`config.mk`:
```
export PLATFORM = sky130hd
export DESIGN_NAME = flh_host
export DESIGN_NICKNAME = d
export VERILOG_FILES = /design/src/hdl/flh_pkg.sv /design/src/hdl/flh_bus_cycle.sv /design/src/hdl/flh_host.sv
export VERILOG_INCLUDE_DIRS = /design/src /design/src/hdl
export SDC_FILE = /design/constraint.sdc
export NUM_CORES = 1
export LEC_CHECK = 0
export BUFFER_PORTS_ARGS = -buffer_cell sky130_fd_sc_hd__buf_2
export CAP_MARGIN = 20
export CORE_MARGIN = 3
export CORE_UTILIZATION = 50
export CTS_CLUSTER_SIZE = 40
export DETAILED_ROUTE_END_ITERATION = 7
export GPL_TIMING_DRIVEN = 0
export PLACE_DENSITY = 0.7
export SLEW_MARGIN = 10
export SYNTH_ARGS = -nofsm -noshare
export SYNTH_HDL_FRONTEND = slang
export SYNTH_SLANG_ARGS = --single-unit
```
`constraint.sdc`:
```
create_clock -name i_mclk -period 4.2 [get_ports i_mclk]
set_clock_uncertainty 0.2 [all_clocks]
set_input_delay 0.84 -clock i_mclk [delete_from_list [all_inputs] [get_ports i_mclk]]
set_output_delay 0.84 -clock i_mclk [all_outputs]
set_load 0.02 [all_outputs]
```
`src/hdl/flh_defines.svh`:
```
`ifndef FLH_DEFINES_SVH
`define FLH_DEFINES_SVH

// Flash command codes
`define FLH_CMD_RD_STATUS  8'h70
`define FLH_CMD_CHIP_ERASE 8'h30
`define FLH_CMD_CONFIRM    8'hD0
`define FLH_CMD_WORD_WR    8'h40
`define FLH_CMD_WORD_WR2   8'h10
`define FLH_CMD_BUF_WR     8'hE8
`define FLH_CMD_LOCK       8'h60
`define FLH_CMD_LOCK_SET   8'h01
`define FLH_CMD_RD_ARRAY   8'hFF
`define FLH_CMD_CLR_STATUS 8'h50

// Status bit positions
`define FLH_SR_READY   7
`define FLH_SR_ERASE   5
`define FLH_SR_WRITE   4
`define FLH_SR_VPP     3
`define FLH_SR_PROTECT 1
`define FLH_XSR_AVAIL  7

// Bus cycle timing
`define FLH_CLK_NS     25
`define FLH_T_WP_NS    75
`define FLH_T_ACC_NS   100
`define FLH_WP_CYC  ((`FLH_T_WP_NS + `FLH_CLK_NS - 1) / `FLH_CLK_NS)
`define FLH_ACC_CYC ((`FLH_T_ACC_NS + `FLH_CLK_NS - 1) / `FLH_CLK_NS)
`define FLH_WR_END  4'(`FLH_WP_CYC + 1)
`define FLH_RD_END  4'(`FLH_ACC_CYC + 4)

// Register word indices
`define FLH_REG_CTRL   5'h00
`define FLH_REG_CMD    5'h01
`define FLH_REG_ADDR   5'h02
`define FLH_REG_WDATA  5'h03
`define FLH_REG_COUNT  5'h04
`define FLH_REG_STAT   5'h05
`define FLH_REG_ERR    5'h06
`define FLH_REG_RDATA  5'h07
`define FLH_BUF_SEL    1'b1

// Control fields, reset value and sizes
`define FLH_CTRL_AUTOCLR 0
`define FLH_CTRL_RETARR  1
`define FLH_CTRL_WP      2
`define FLH_CTRL_RST     3'h6
`define FLH_BUF_DEPTH    16
`define FLH_ADDR_W       22
`define FLH_DQ_W         16

`endif

```
`src/hdl/flh_pkg.sv`:
```
package flh_pkg;

    typedef enum logic [3:0] {
        FLH_OP_NONE,
        FLH_OP_STATUS,
        FLH_OP_CHIP_ERASE,
        FLH_OP_WORD,
        FLH_OP_BUF,
        FLH_OP_LOCK_SET,
        FLH_OP_LOCK_CLR,
        FLH_OP_CLR_STATUS,
        FLH_OP_READ_ARRAY
    } flh_op_e;

    typedef struct packed {
        logic        wr;
        logic [21:0] addr;
        logic [15:0] data;
    } flh_cyc_s;

    typedef struct packed {
        logic        ce_n;
        logic        we_n;
        logic        oe_n;
        logic [21:0] addr;
        logic [15:0] dq;
        logic        dq_oe;
    } flh_pins_s;

endpackage : flh_pkg

```
`src/hdl/flh_bus_cycle.sv`:
```
`timescale 1ns/1ps
`include "flh_defines.svh"
module flh_bus_cycle (
    // Clock and reset
    input  wire logic              i_mclk,
    input  wire logic              i_rst,
    // Cycle request
    input  wire logic              i_start,
    input  wire flh_pkg::flh_cyc_s i_cyc,
    output logic                   o_done,
    output logic [15:0]            o_rdata,
    // Flash pins
    input  wire logic [15:0]       i_fl_dq,
    output flh_pkg::flh_pins_s     o_pins
);
    import flh_pkg::*;

    logic [15:0] dq_s1_ff;
    logic [15:0] dq_s2_ff;
    logic        act_ff;
    logic [3:0]  cnt_ff;
    flh_cyc_s    cyc_ff;
    logic [15:0] rdata_ff;

    wire [3:0] end_cnt = cyc_ff.wr ? `FLH_WR_END : `FLH_RD_END;
    wire       last    = act_ff && (cnt_ff == end_cnt);
    wire       strobe  = act_ff && (cnt_ff != 4'h0) && (cnt_ff < end_cnt);
    wire       sample  = act_ff && !cyc_ff.wr && (cnt_ff == end_cnt - 4'h1);

    // Pin data is async to i_mclk
    always_ff @(posedge i_mclk) begin
        dq_s1_ff <= i_fl_dq;
        dq_s2_ff <= dq_s1_ff;
    end

    always_ff @(posedge i_mclk) begin
        if (i_rst) begin
            act_ff <= 1'b0;
            cnt_ff <= 4'h0;
            cyc_ff <= '0;
        end else if (i_start && !act_ff) begin
            act_ff <= 1'b1;
            cnt_ff <= 4'h0;
            cyc_ff <= i_cyc;
        end else if (last) begin
            act_ff <= 1'b0;
        end else if (act_ff) begin
            cnt_ff <= cnt_ff + 4'h1;
        end
    end

    // Synced data lags the pins by two cycles; access time covers it
    always_ff @(posedge i_mclk) begin
        if (i_rst) begin
            rdata_ff <= 16'h0000;
        end else if (sample) begin
            rdata_ff <= dq_s2_ff;
        end
    end

    assign o_done       = last;
    assign o_rdata      = rdata_ff;
    assign o_pins  = {!act_ff, !(strobe && cyc_ff.wr),
                      !(strobe && !cyc_ff.wr), cyc_ff.addr, cyc_ff.data,
                      act_ff && cyc_ff.wr};

endmodule : flh_bus_cycle

```
`src/hdl/flh_host.sv`:
```
// Our own choices: the register offsets and register access over Avalon-MM.
`timescale 1ns/1ps
`include "flh_defines.svh"
module flh_host (
    // Clock and reset
    input  wire logic          i_mclk,
    input  wire logic          i_rst,
    // Avalon-MM slave
    input  wire logic [4:0]    i_avs_address,
    input  wire logic          i_avs_read,
    input  wire logic          i_avs_write,
    input  wire logic [31:0]   i_avs_writedata,
    output logic [31:0]        o_avs_readdata,
    output logic               o_avs_waitrequest,
    // Flash pins
    input  wire logic [15:0]   i_fl_dq,
    output flh_pkg::flh_pins_s o_fl_pins,
    output logic               o_fl_wp_n,
    // Status
    output logic               o_busy
);
    import flh_pkg::*;

    typedef enum logic [3:0] {
        S_IDLE,
        S_RS_CMD,
        S_RS_RD,
        S_SETUP,
        S_XS_RD,
        S_COUNT,
        S_DATA,
        S_CONFIRM,
        S_POLL,
        S_CHECK,
        S_CLR,
        S_ARRAY,
        S_AR_RD
    } flh_state_e;

    flh_state_e  state_ff;
    flh_state_e  nxt_state;
    flh_op_e     op_ff;
    logic [2:0]  ctrl_ff;
    logic [21:0] addr_ff;
    logic [15:0] wdata_ff;
    logic [3:0]  count_ff;
    logic [3:0]  idx_ff;
    logic [7:0]  status_ff;
    logic [4:0]  err_ff;
    logic [15:0] rdata_ff;
    logic        pend_ff;
    logic        rack_ff;
    logic [31:0] rd_ff;
    logic [15:0] buf_mem [`FLH_BUF_DEPTH];

    logic        cyc_done;
    logic [15:0] cyc_rdata;
    flh_cyc_s    cyc;
    logic [7:0]  setup_code;
    logic [15:0] conf_data;
    logic [4:0]  err_set;
    logic [31:0] rd_mux;

    // Register decode
    wire sel_buf  = i_avs_address[4] == `FLH_BUF_SEL;
    wire wr_ctrl  = i_avs_write && i_avs_address == `FLH_REG_CTRL;
    wire wr_cmd   = i_avs_write && i_avs_address == `FLH_REG_CMD;
    wire wr_addr  = i_avs_write && i_avs_address == `FLH_REG_ADDR;
    wire wr_wdata = i_avs_write && i_avs_address == `FLH_REG_WDATA;
    wire wr_count = i_avs_write && i_avs_address == `FLH_REG_COUNT;
    wire wr_err   = i_avs_write && i_avs_address == `FLH_REG_ERR;
    wire wr_buf   = i_avs_write && sel_buf;
    wire idle     = state_ff == S_IDLE;
    wire go       = wr_cmd && idle;

    // Status fields, valid once ready
    wire st_ready = cyc_rdata[`FLH_SR_READY];
    wire sr_ers   = status_ff[`FLH_SR_ERASE];
    wire sr_wr    = status_ff[`FLH_SR_WRITE];
    wire seq_err  = sr_ers && sr_wr;
    wire erase_op = op_ff == FLH_OP_CHIP_ERASE
                    || op_ff == FLH_OP_LOCK_CLR;
    wire write_op = op_ff == FLH_OP_WORD || op_ff == FLH_OP_BUF
                    || op_ff == FLH_OP_LOCK_SET;
    wire any_addr = erase_op;
    wire auto_clr = ctrl_ff[`FLH_CTRL_AUTOCLR];
    wire ret_arr  = ctrl_ff[`FLH_CTRL_RETARR];

    assign err_set[0] = status_ff[`FLH_SR_VPP];
    assign err_set[1] = status_ff[`FLH_SR_PROTECT];
    assign err_set[2] = seq_err;
    assign err_set[3] = erase_op && sr_ers && !sr_wr;
    assign err_set[4] = write_op && sr_wr && !sr_ers;

    // Setup and confirm codes
    always_comb begin
        case (op_ff)
            FLH_OP_CHIP_ERASE: setup_code = `FLH_CMD_CHIP_ERASE;
            FLH_OP_WORD:       setup_code = `FLH_CMD_WORD_WR;
            FLH_OP_BUF:        setup_code = `FLH_CMD_BUF_WR;
            FLH_OP_LOCK_SET:   setup_code = `FLH_CMD_LOCK;
            FLH_OP_LOCK_CLR:   setup_code = `FLH_CMD_LOCK;
            default:           setup_code = `FLH_CMD_RD_STATUS;
        endcase
    end

    always_comb begin
        case (op_ff)
            FLH_OP_WORD:     conf_data = wdata_ff;
            FLH_OP_LOCK_SET: conf_data = {8'h00, `FLH_CMD_LOCK_SET};
            default:         conf_data = {8'h00, `FLH_CMD_CONFIRM};
        endcase
    end

    // Bus cycle per state
    always_comb begin
        cyc.wr   = 1'b1;
        cyc.addr = any_addr ? 22'h000000 : addr_ff;
        cyc.data = 16'h0000;
        case (state_ff)
            S_RS_CMD:  cyc.data = {8'h00, `FLH_CMD_RD_STATUS};
            S_SETUP:   cyc.data = {8'h00, setup_code};
            S_COUNT:   cyc.data = {12'h000, count_ff};
            S_DATA: begin
                cyc.addr = addr_ff + {18'h00000, idx_ff};
                cyc.data = buf_mem[idx_ff];
            end
            S_CONFIRM: cyc.data = conf_data;
            S_CLR:     cyc.data = {8'h00, `FLH_CMD_CLR_STATUS};
            S_ARRAY:   cyc.data = {8'h00, `FLH_CMD_RD_ARRAY};
            default:   cyc.wr = 1'b0;
        endcase
    end

    wire cyc_act = !(idle || state_ff == S_CHECK);
    wire cyc_go  = cyc_act && !pend_ff;
    wire after_clr_arr = ret_arr && op_ff != FLH_OP_CLR_STATUS;

    // Operation sequencing
    always_comb begin
        nxt_state = state_ff;
        case (state_ff)
            S_IDLE: begin
                if (go) begin
                    case (flh_op_e'(i_avs_writedata[3:0]))
                        FLH_OP_NONE:        nxt_state = S_IDLE;
                        FLH_OP_READ_ARRAY:  nxt_state = S_ARRAY;
                        FLH_OP_CLR_STATUS:  nxt_state = S_CLR;
                        default:            nxt_state = S_RS_CMD;
                    endcase
                end
            end
            S_RS_CMD:  if (cyc_done) nxt_state = S_RS_RD;
            S_RS_RD: begin
                if (cyc_done && st_ready) begin
                    nxt_state = op_ff == FLH_OP_STATUS ? S_CHECK
                                                       : S_SETUP;
                end
            end
            S_SETUP: begin
                if (cyc_done) begin
                    nxt_state = op_ff == FLH_OP_BUF ? S_XS_RD
                                                    : S_CONFIRM;
                end
            end
            S_XS_RD: begin
                if (cyc_done && cyc_rdata[`FLH_XSR_AVAIL]) begin
                    nxt_state = S_COUNT;
                end
            end
            S_COUNT:   if (cyc_done) nxt_state = S_DATA;
            S_DATA: begin
                if (cyc_done && idx_ff == count_ff) begin
                    nxt_state = S_CONFIRM;
                end
            end
            S_CONFIRM: if (cyc_done) nxt_state = S_POLL;
            S_POLL: begin
                if (cyc_done && st_ready) nxt_state = S_CHECK;
            end
            S_CHECK: begin
                if (seq_err && auto_clr) begin
                    nxt_state = S_CLR;
                end else if (ret_arr) begin
                    nxt_state = S_ARRAY;
                end else begin
                    nxt_state = S_IDLE;
                end
            end
            S_CLR: begin
                if (cyc_done) begin
                    nxt_state = after_clr_arr ? S_ARRAY : S_IDLE;
                end
            end
            S_ARRAY: begin
                if (cyc_done) begin
                    nxt_state = op_ff == FLH_OP_READ_ARRAY ? S_AR_RD
                                                           : S_IDLE;
                end
            end
            S_AR_RD:   if (cyc_done) nxt_state = S_IDLE;
            default: begin
                nxt_state = S_IDLE;
            end
        endcase
    end

    always_ff @(posedge i_mclk) begin
        if (i_rst) begin
            state_ff <= S_IDLE;
            pend_ff  <= 1'b0;
        end else begin
            state_ff <= nxt_state;
            pend_ff  <= cyc_done ? 1'b0 : (pend_ff || cyc_go);
        end
    end

    // Operation and buffer index
    always_ff @(posedge i_mclk) begin
        if (i_rst) begin
            op_ff  <= FLH_OP_NONE;
            idx_ff <= 4'h0;
        end else begin
            if (go) op_ff <= flh_op_e'(i_avs_writedata[3:0]);
            if (state_ff == S_COUNT) idx_ff <= 4'h0;
            else if (state_ff == S_DATA && cyc_done) idx_ff <= idx_ff + 4'h1;
        end
    end

    // Status is latched only once ready reads 1
    always_ff @(posedge i_mclk) begin
        if (i_rst) begin
            status_ff <= 8'h80;
        end else if (cyc_done && st_ready
                     && (state_ff == S_RS_RD || state_ff == S_POLL)) begin
            status_ff <= cyc_rdata[7:0];
        end
    end

    // Errors accumulate across deferred checks; set beats clear
    always_ff @(posedge i_mclk) begin
        if (i_rst) begin
            err_ff <= 5'h00;
        end else begin
            err_ff <= (err_ff & ~(wr_err ? i_avs_writedata[4:0] : 5'h00))
                      | (state_ff == S_CHECK ? err_set : 5'h00);
        end
    end

    always_ff @(posedge i_mclk) begin
        if (i_rst) begin
            rdata_ff <= 16'h0000;
        end else if (state_ff == S_AR_RD && cyc_done) begin
            rdata_ff <= cyc_rdata;
        end
    end

    // Software registers; writes while busy are ignored, except error clears, which still apply
    always_ff @(posedge i_mclk) begin
        if (i_rst) begin
            ctrl_ff  <= `FLH_CTRL_RST;
            addr_ff  <= 22'h000000;
            wdata_ff <= 16'h0000;
            count_ff <= 4'h0;
        end else if (idle) begin
            if (wr_ctrl)  ctrl_ff  <= i_avs_writedata[2:0];
            if (wr_addr)  addr_ff  <= i_avs_writedata[21:0];
            if (wr_wdata) wdata_ff <= i_avs_writedata[15:0];
            if (wr_count) count_ff <= i_avs_writedata[3:0];
        end
    end

    always_ff @(posedge i_mclk) begin
        if (wr_buf && idle) begin
            buf_mem[i_avs_address[3:0]] <= i_avs_writedata[15:0];
        end
    end

    // Read mux
    always_comb begin
        case (i_avs_address)
            `FLH_REG_CTRL:  rd_mux = {29'h0, ctrl_ff};
            `FLH_REG_CMD:   rd_mux = {28'h0, op_ff};
            `FLH_REG_ADDR:  rd_mux = {10'h0, addr_ff};
            `FLH_REG_WDATA: rd_mux = {16'h0, wdata_ff};
            `FLH_REG_COUNT: rd_mux = {28'h0, count_ff};
            `FLH_REG_STAT:  rd_mux = {23'h0, !idle, status_ff};
            `FLH_REG_ERR:   rd_mux = {27'h0, err_ff};
            `FLH_REG_RDATA: rd_mux = {16'h0, rdata_ff};
            default:        rd_mux = sel_buf
                ? {16'h0, buf_mem[i_avs_address[3:0]]} : 32'h0;
        endcase
    end

    // One wait state on reads keeps readdata registered
    always_ff @(posedge i_mclk) begin
        if (i_rst) begin
            rack_ff <= 1'b0;
            rd_ff   <= 32'h0;
        end else begin
            rack_ff <= i_avs_read && !rack_ff;
            rd_ff   <= rd_mux;
        end
    end

    assign o_avs_waitrequest = i_avs_read && !rack_ff;
    assign o_avs_readdata    = rd_ff;
    assign o_fl_wp_n         = ctrl_ff[`FLH_CTRL_WP];
    assign o_busy            = !idle;

    flh_bus_cycle u_cycle (
        .i_mclk  (i_mclk),
        .i_rst   (i_rst),
        .i_start (cyc_go),
        .i_cyc   (cyc),
        .o_done  (cyc_done),
        .o_rdata (cyc_rdata),
        .i_fl_dq (i_fl_dq),
        .o_pins  (o_fl_pins)
    );

endmodule : flh_host

```
==> impl_metrics.toml <==
[setup_path]
worstPathRequired_ns = 4.28
crit_arrival_ns = 4.24
r2r_setup_slack_ns = 0.04
cp_max_fo = 10
worst_setup_path_start_kind = "register"
end_kind = "register"
critical_path_class = "register to register"

[grt]
grt_use_total_pct = 28.2
antenna_found_initial = 4
grt_pass1_vias = 14200
globalRoute.totalOverflow = 0
use_met1_pct = 37.9
gr-usage-met2_pct = 46.5
grt_pass1_wl_um = 91800
grt_max_degree = 24
grt_use_met3_pct = 4.84
gr-max-usage-layer = "met2"

[die]
die_h_um = 208
ios = 134
fp.dieArea_sq_um = 43400
die_w_um = 208
initial_core_util_pct = 51.0
placementRows = 73
coreArea_sq_um = 40100

[route]
ant_nets = 0
firstDrtPassIters = 6
drt-total-wl_um = 61800
vias_per_cell = 6.36
dr.first_iter.drc_count = 1764
routedWlPerCell_um = 27.2
num_vias = 14400
drc = 0

[timing]
hold_ws_ns = 0.117
finalCriticalPeriod_ns = 4.16
setup_viol = 0
rsz0062_at_grt = "no"
setup_slack_ns = 0.0375
drv_slew = 0
tightest_slew_ns = 1.18
min_period_over_period_pct = 99.1
max_slew_margin_pct = 20.5
finalHoldViolCount = 0
fmax_ghz = 0.240

[power_and_ir_drop]
p_seq_share_pct = 47.5
p_comb_share_pct = 11.9
leakagePower_uw = 0.00821
clkPwrFrac_pct = 40.5
ir_worst_vdd_uv = 322
p_sw_uw = 2670
power.internal_uw = 7770
powerDensity_nw_per_um2 = 444
switching_share_pct = 25.6

[cts]
cts.hold.buffers_added = 0
clock_latency_ns = 0.59
cts_setup_buffers = 0
tritoncts = "done"
cts-resized-gates = 0
h-tree-depth = 2
cts_root_buf = "clkbuf_16"
cts.path.max_buffers = 3
path_clk_slew_ns = 0.06
cts_sinks = 462
numCtsBuffers = 48

[synthesis]
synth_top_family_by_area = "multiplexers"
synth_edf_count = 256
synth_area_leaders = "edfxtp_1 38%, dfxtp_1 20%, mux4_2 17%"
netlist_instances = 1522
async_flop_share_pct = 0
synth_cell_type_count = 71
synthMuxAreaShare_pct = 19.0
synth_compound_area_share_pct = 8.26
synth_top_cell_area_share_pct = 37.6
yosys_warnings = 0
ys_seq_area_share_pct = 57.7
yosys.area.top_type = "edfxtp_1"
syn_area_per_cell_sq_um = 13.4
synth_adder_area_share_pct = 0.648
ys_seq_elements = 462
synthSimpleGateAreaFrac_pct = 9.29
ys.flop_type = "edfxtp_1"
synth-xor-area-share_pct = 0.856
syn-cell-area_sq_um = 20500

[run_status]
status = "finished clean"

[layout]
filler_cell_count = 3134
drive_gt1_share_pct = 25.9
finalNetCount = 1768
synthToLayoutAreaGrowth_pct = 15.0

[place]
hpwlAfterDp_um = 43200
io_buffers = 110
routabilityCongestion = 0.941
place_ws_ns = -0.268

[hold_path]
hp-class = "register to register"

[flow_run]
maxCapViolCount = 0
[flip-flops by register name, summed over array words and instances (netlist names), 3 cells and up, named ones only]
register          flops
u_cycle.dq_s2_ff     16
u_cycle.o_pins       38
op_ff                 4
addr_ff              22
buf_mem             256
ctrl_ff               3
count_ff              4
status_ff             8
o_avs_readdata       22
u_cycle.cnt_ff        4
u_cycle.o_rdata      16
rdata_ff             16
err_ff                5
wdata_ff             16
state_ff              4
idx_ff                4
u_cycle.dq_s1_ff     16
[worst max-delay path, stage by stage (launching register included)]
cell and delay (ns):
dfxtp_1 0.30, buf_6 0.13, nor4_1 0.99, and2_1 0.30, clkbuf_1 0.49, nand4_1 0.45, nor2_2 0.74, buf_8 0.24
[power by group through the flow]
stage          combinational, uW  clock, uW  sequential (uW)
2_1_floorplan                757          0             5050
3_3_place_gp                1190          0             5050
3_5_place_dp                1220          0             5060
4_1_cts                     1230       4280             4960
5_1_grt                     1320       4450             4970
6_report                    1250       4230             4960
[synthesized netlist by cell type (7+ instances only)]
cell      instances
buf_2            17
o21ai_0          41
mux4_2          153
nand4_1           7
inv_1            13
buf_4            51
o311ai_0          8
and2_1            7
a21oi_1          93
nand3_1          30
xnor2_1          11
edfxtp_1        256
clkbuf_1         78
nand2b_1          9
xor2_1            9
a221o_1          12
a22oi_1          22
and3_1           23
buf_1             7
dfxtp_1         206
a31oi_1          14
ha_1              9
nor2b_1          12
a222oi_1          9
mux2_2           11
nor3_1            9
mux2i_1          32
o211ai_1          9
nand2_1         187
nor2_1           85
[kinds of logic (layout without fill, tap and decap cells)]
logic type	count (synthesis)	in the layout
other	1	13
muxes	196	196
buffers and inverters	168	378
DFF	462	462
AOI/OAI and AO/OA	256	256
xor gates and xnor gates	20	20
adders and majority gates	10	10
and+or+nand+nor	409	409
[final cells by class]
class | count | area, sq um | area share, %
antenna | 3 | 7.51 | 0.0319
clock buffer | 70 | 1410 | 5.98
timing repair buffer | 120 | 696 | 2.96
clock inverter | 20 | 169 | 0.718
inverter | 13 | 48.8 | 0.207
tap | 525 | 657 | 2.79
multi-input combinational | 901 | 7920 | 33.7
buffer | 155 | 810 | 3.44
sequential | 462 | 11800 | 50.2
[cell usage in the layout (no fill, tap or decap), drive strengths merged, types with 14 or more instances in the layout]
cell type  count
a31oi         14
a21oi         93
mux4         153
a22oi         22
clkbuf       148
and3          23
nor2          85
o21ai         41
inv           16
nand2        187
buf          197
mux2i         32
dfxtp        206
edfxtp       256
nand3         30
[path summary, 6_finish.rpt]
kind                                     from                           to  cells past startpoint
setup / recovery     state_ff[0]$_SDFFE_PP0P_     buf_mem[11][3]$_DFFE_PP_                      7
hold / removal    u_cycle.dq_s1_ff[0]$_DFF_P_  u_cycle.dq_s2_ff[0]$_DFF_P_                      0
setup reg to reg     state_ff[0]$_SDFFE_PP0P_     buf_mem[11][3]$_DFFE_PP_                      7
hold reg to reg   u_cycle.dq_s1_ff[0]$_DFF_P_  u_cycle.dq_s2_ff[0]$_DFF_P_                      0
[layer usage]
| layer | routed length, um | vias up |
|---|---|---|
| li1 | - | 6195 |
| met1 | 23200 | 7181 |
| met2 | 29800 | 885 |
| met3 | 6310 | 162 |
| met4 | 2500 | 2 |
| met5 | 13 | - |
[per-stage QoR]
step | area (sq um) | TNS [ns] | utilization, % | std cells | total power (uW)
floorplan | 20500 | 0 | - | 1531 | 5800
global placement | 21700 | -160.51 | 54.1 | 2166 | 6240
detailed placement | 21900 | -10.80 | 54.7 | 2175 | 6280
CTS | 23500 | 0 | 58.6 | 2265 | 10500
global route | 23500 | 0 | 58.7 | 2269 | 10700
finish | 23500 | 0 | 58.7 | 2269 | 10400
Note: power is estimated with default switching activity, not from simulation.
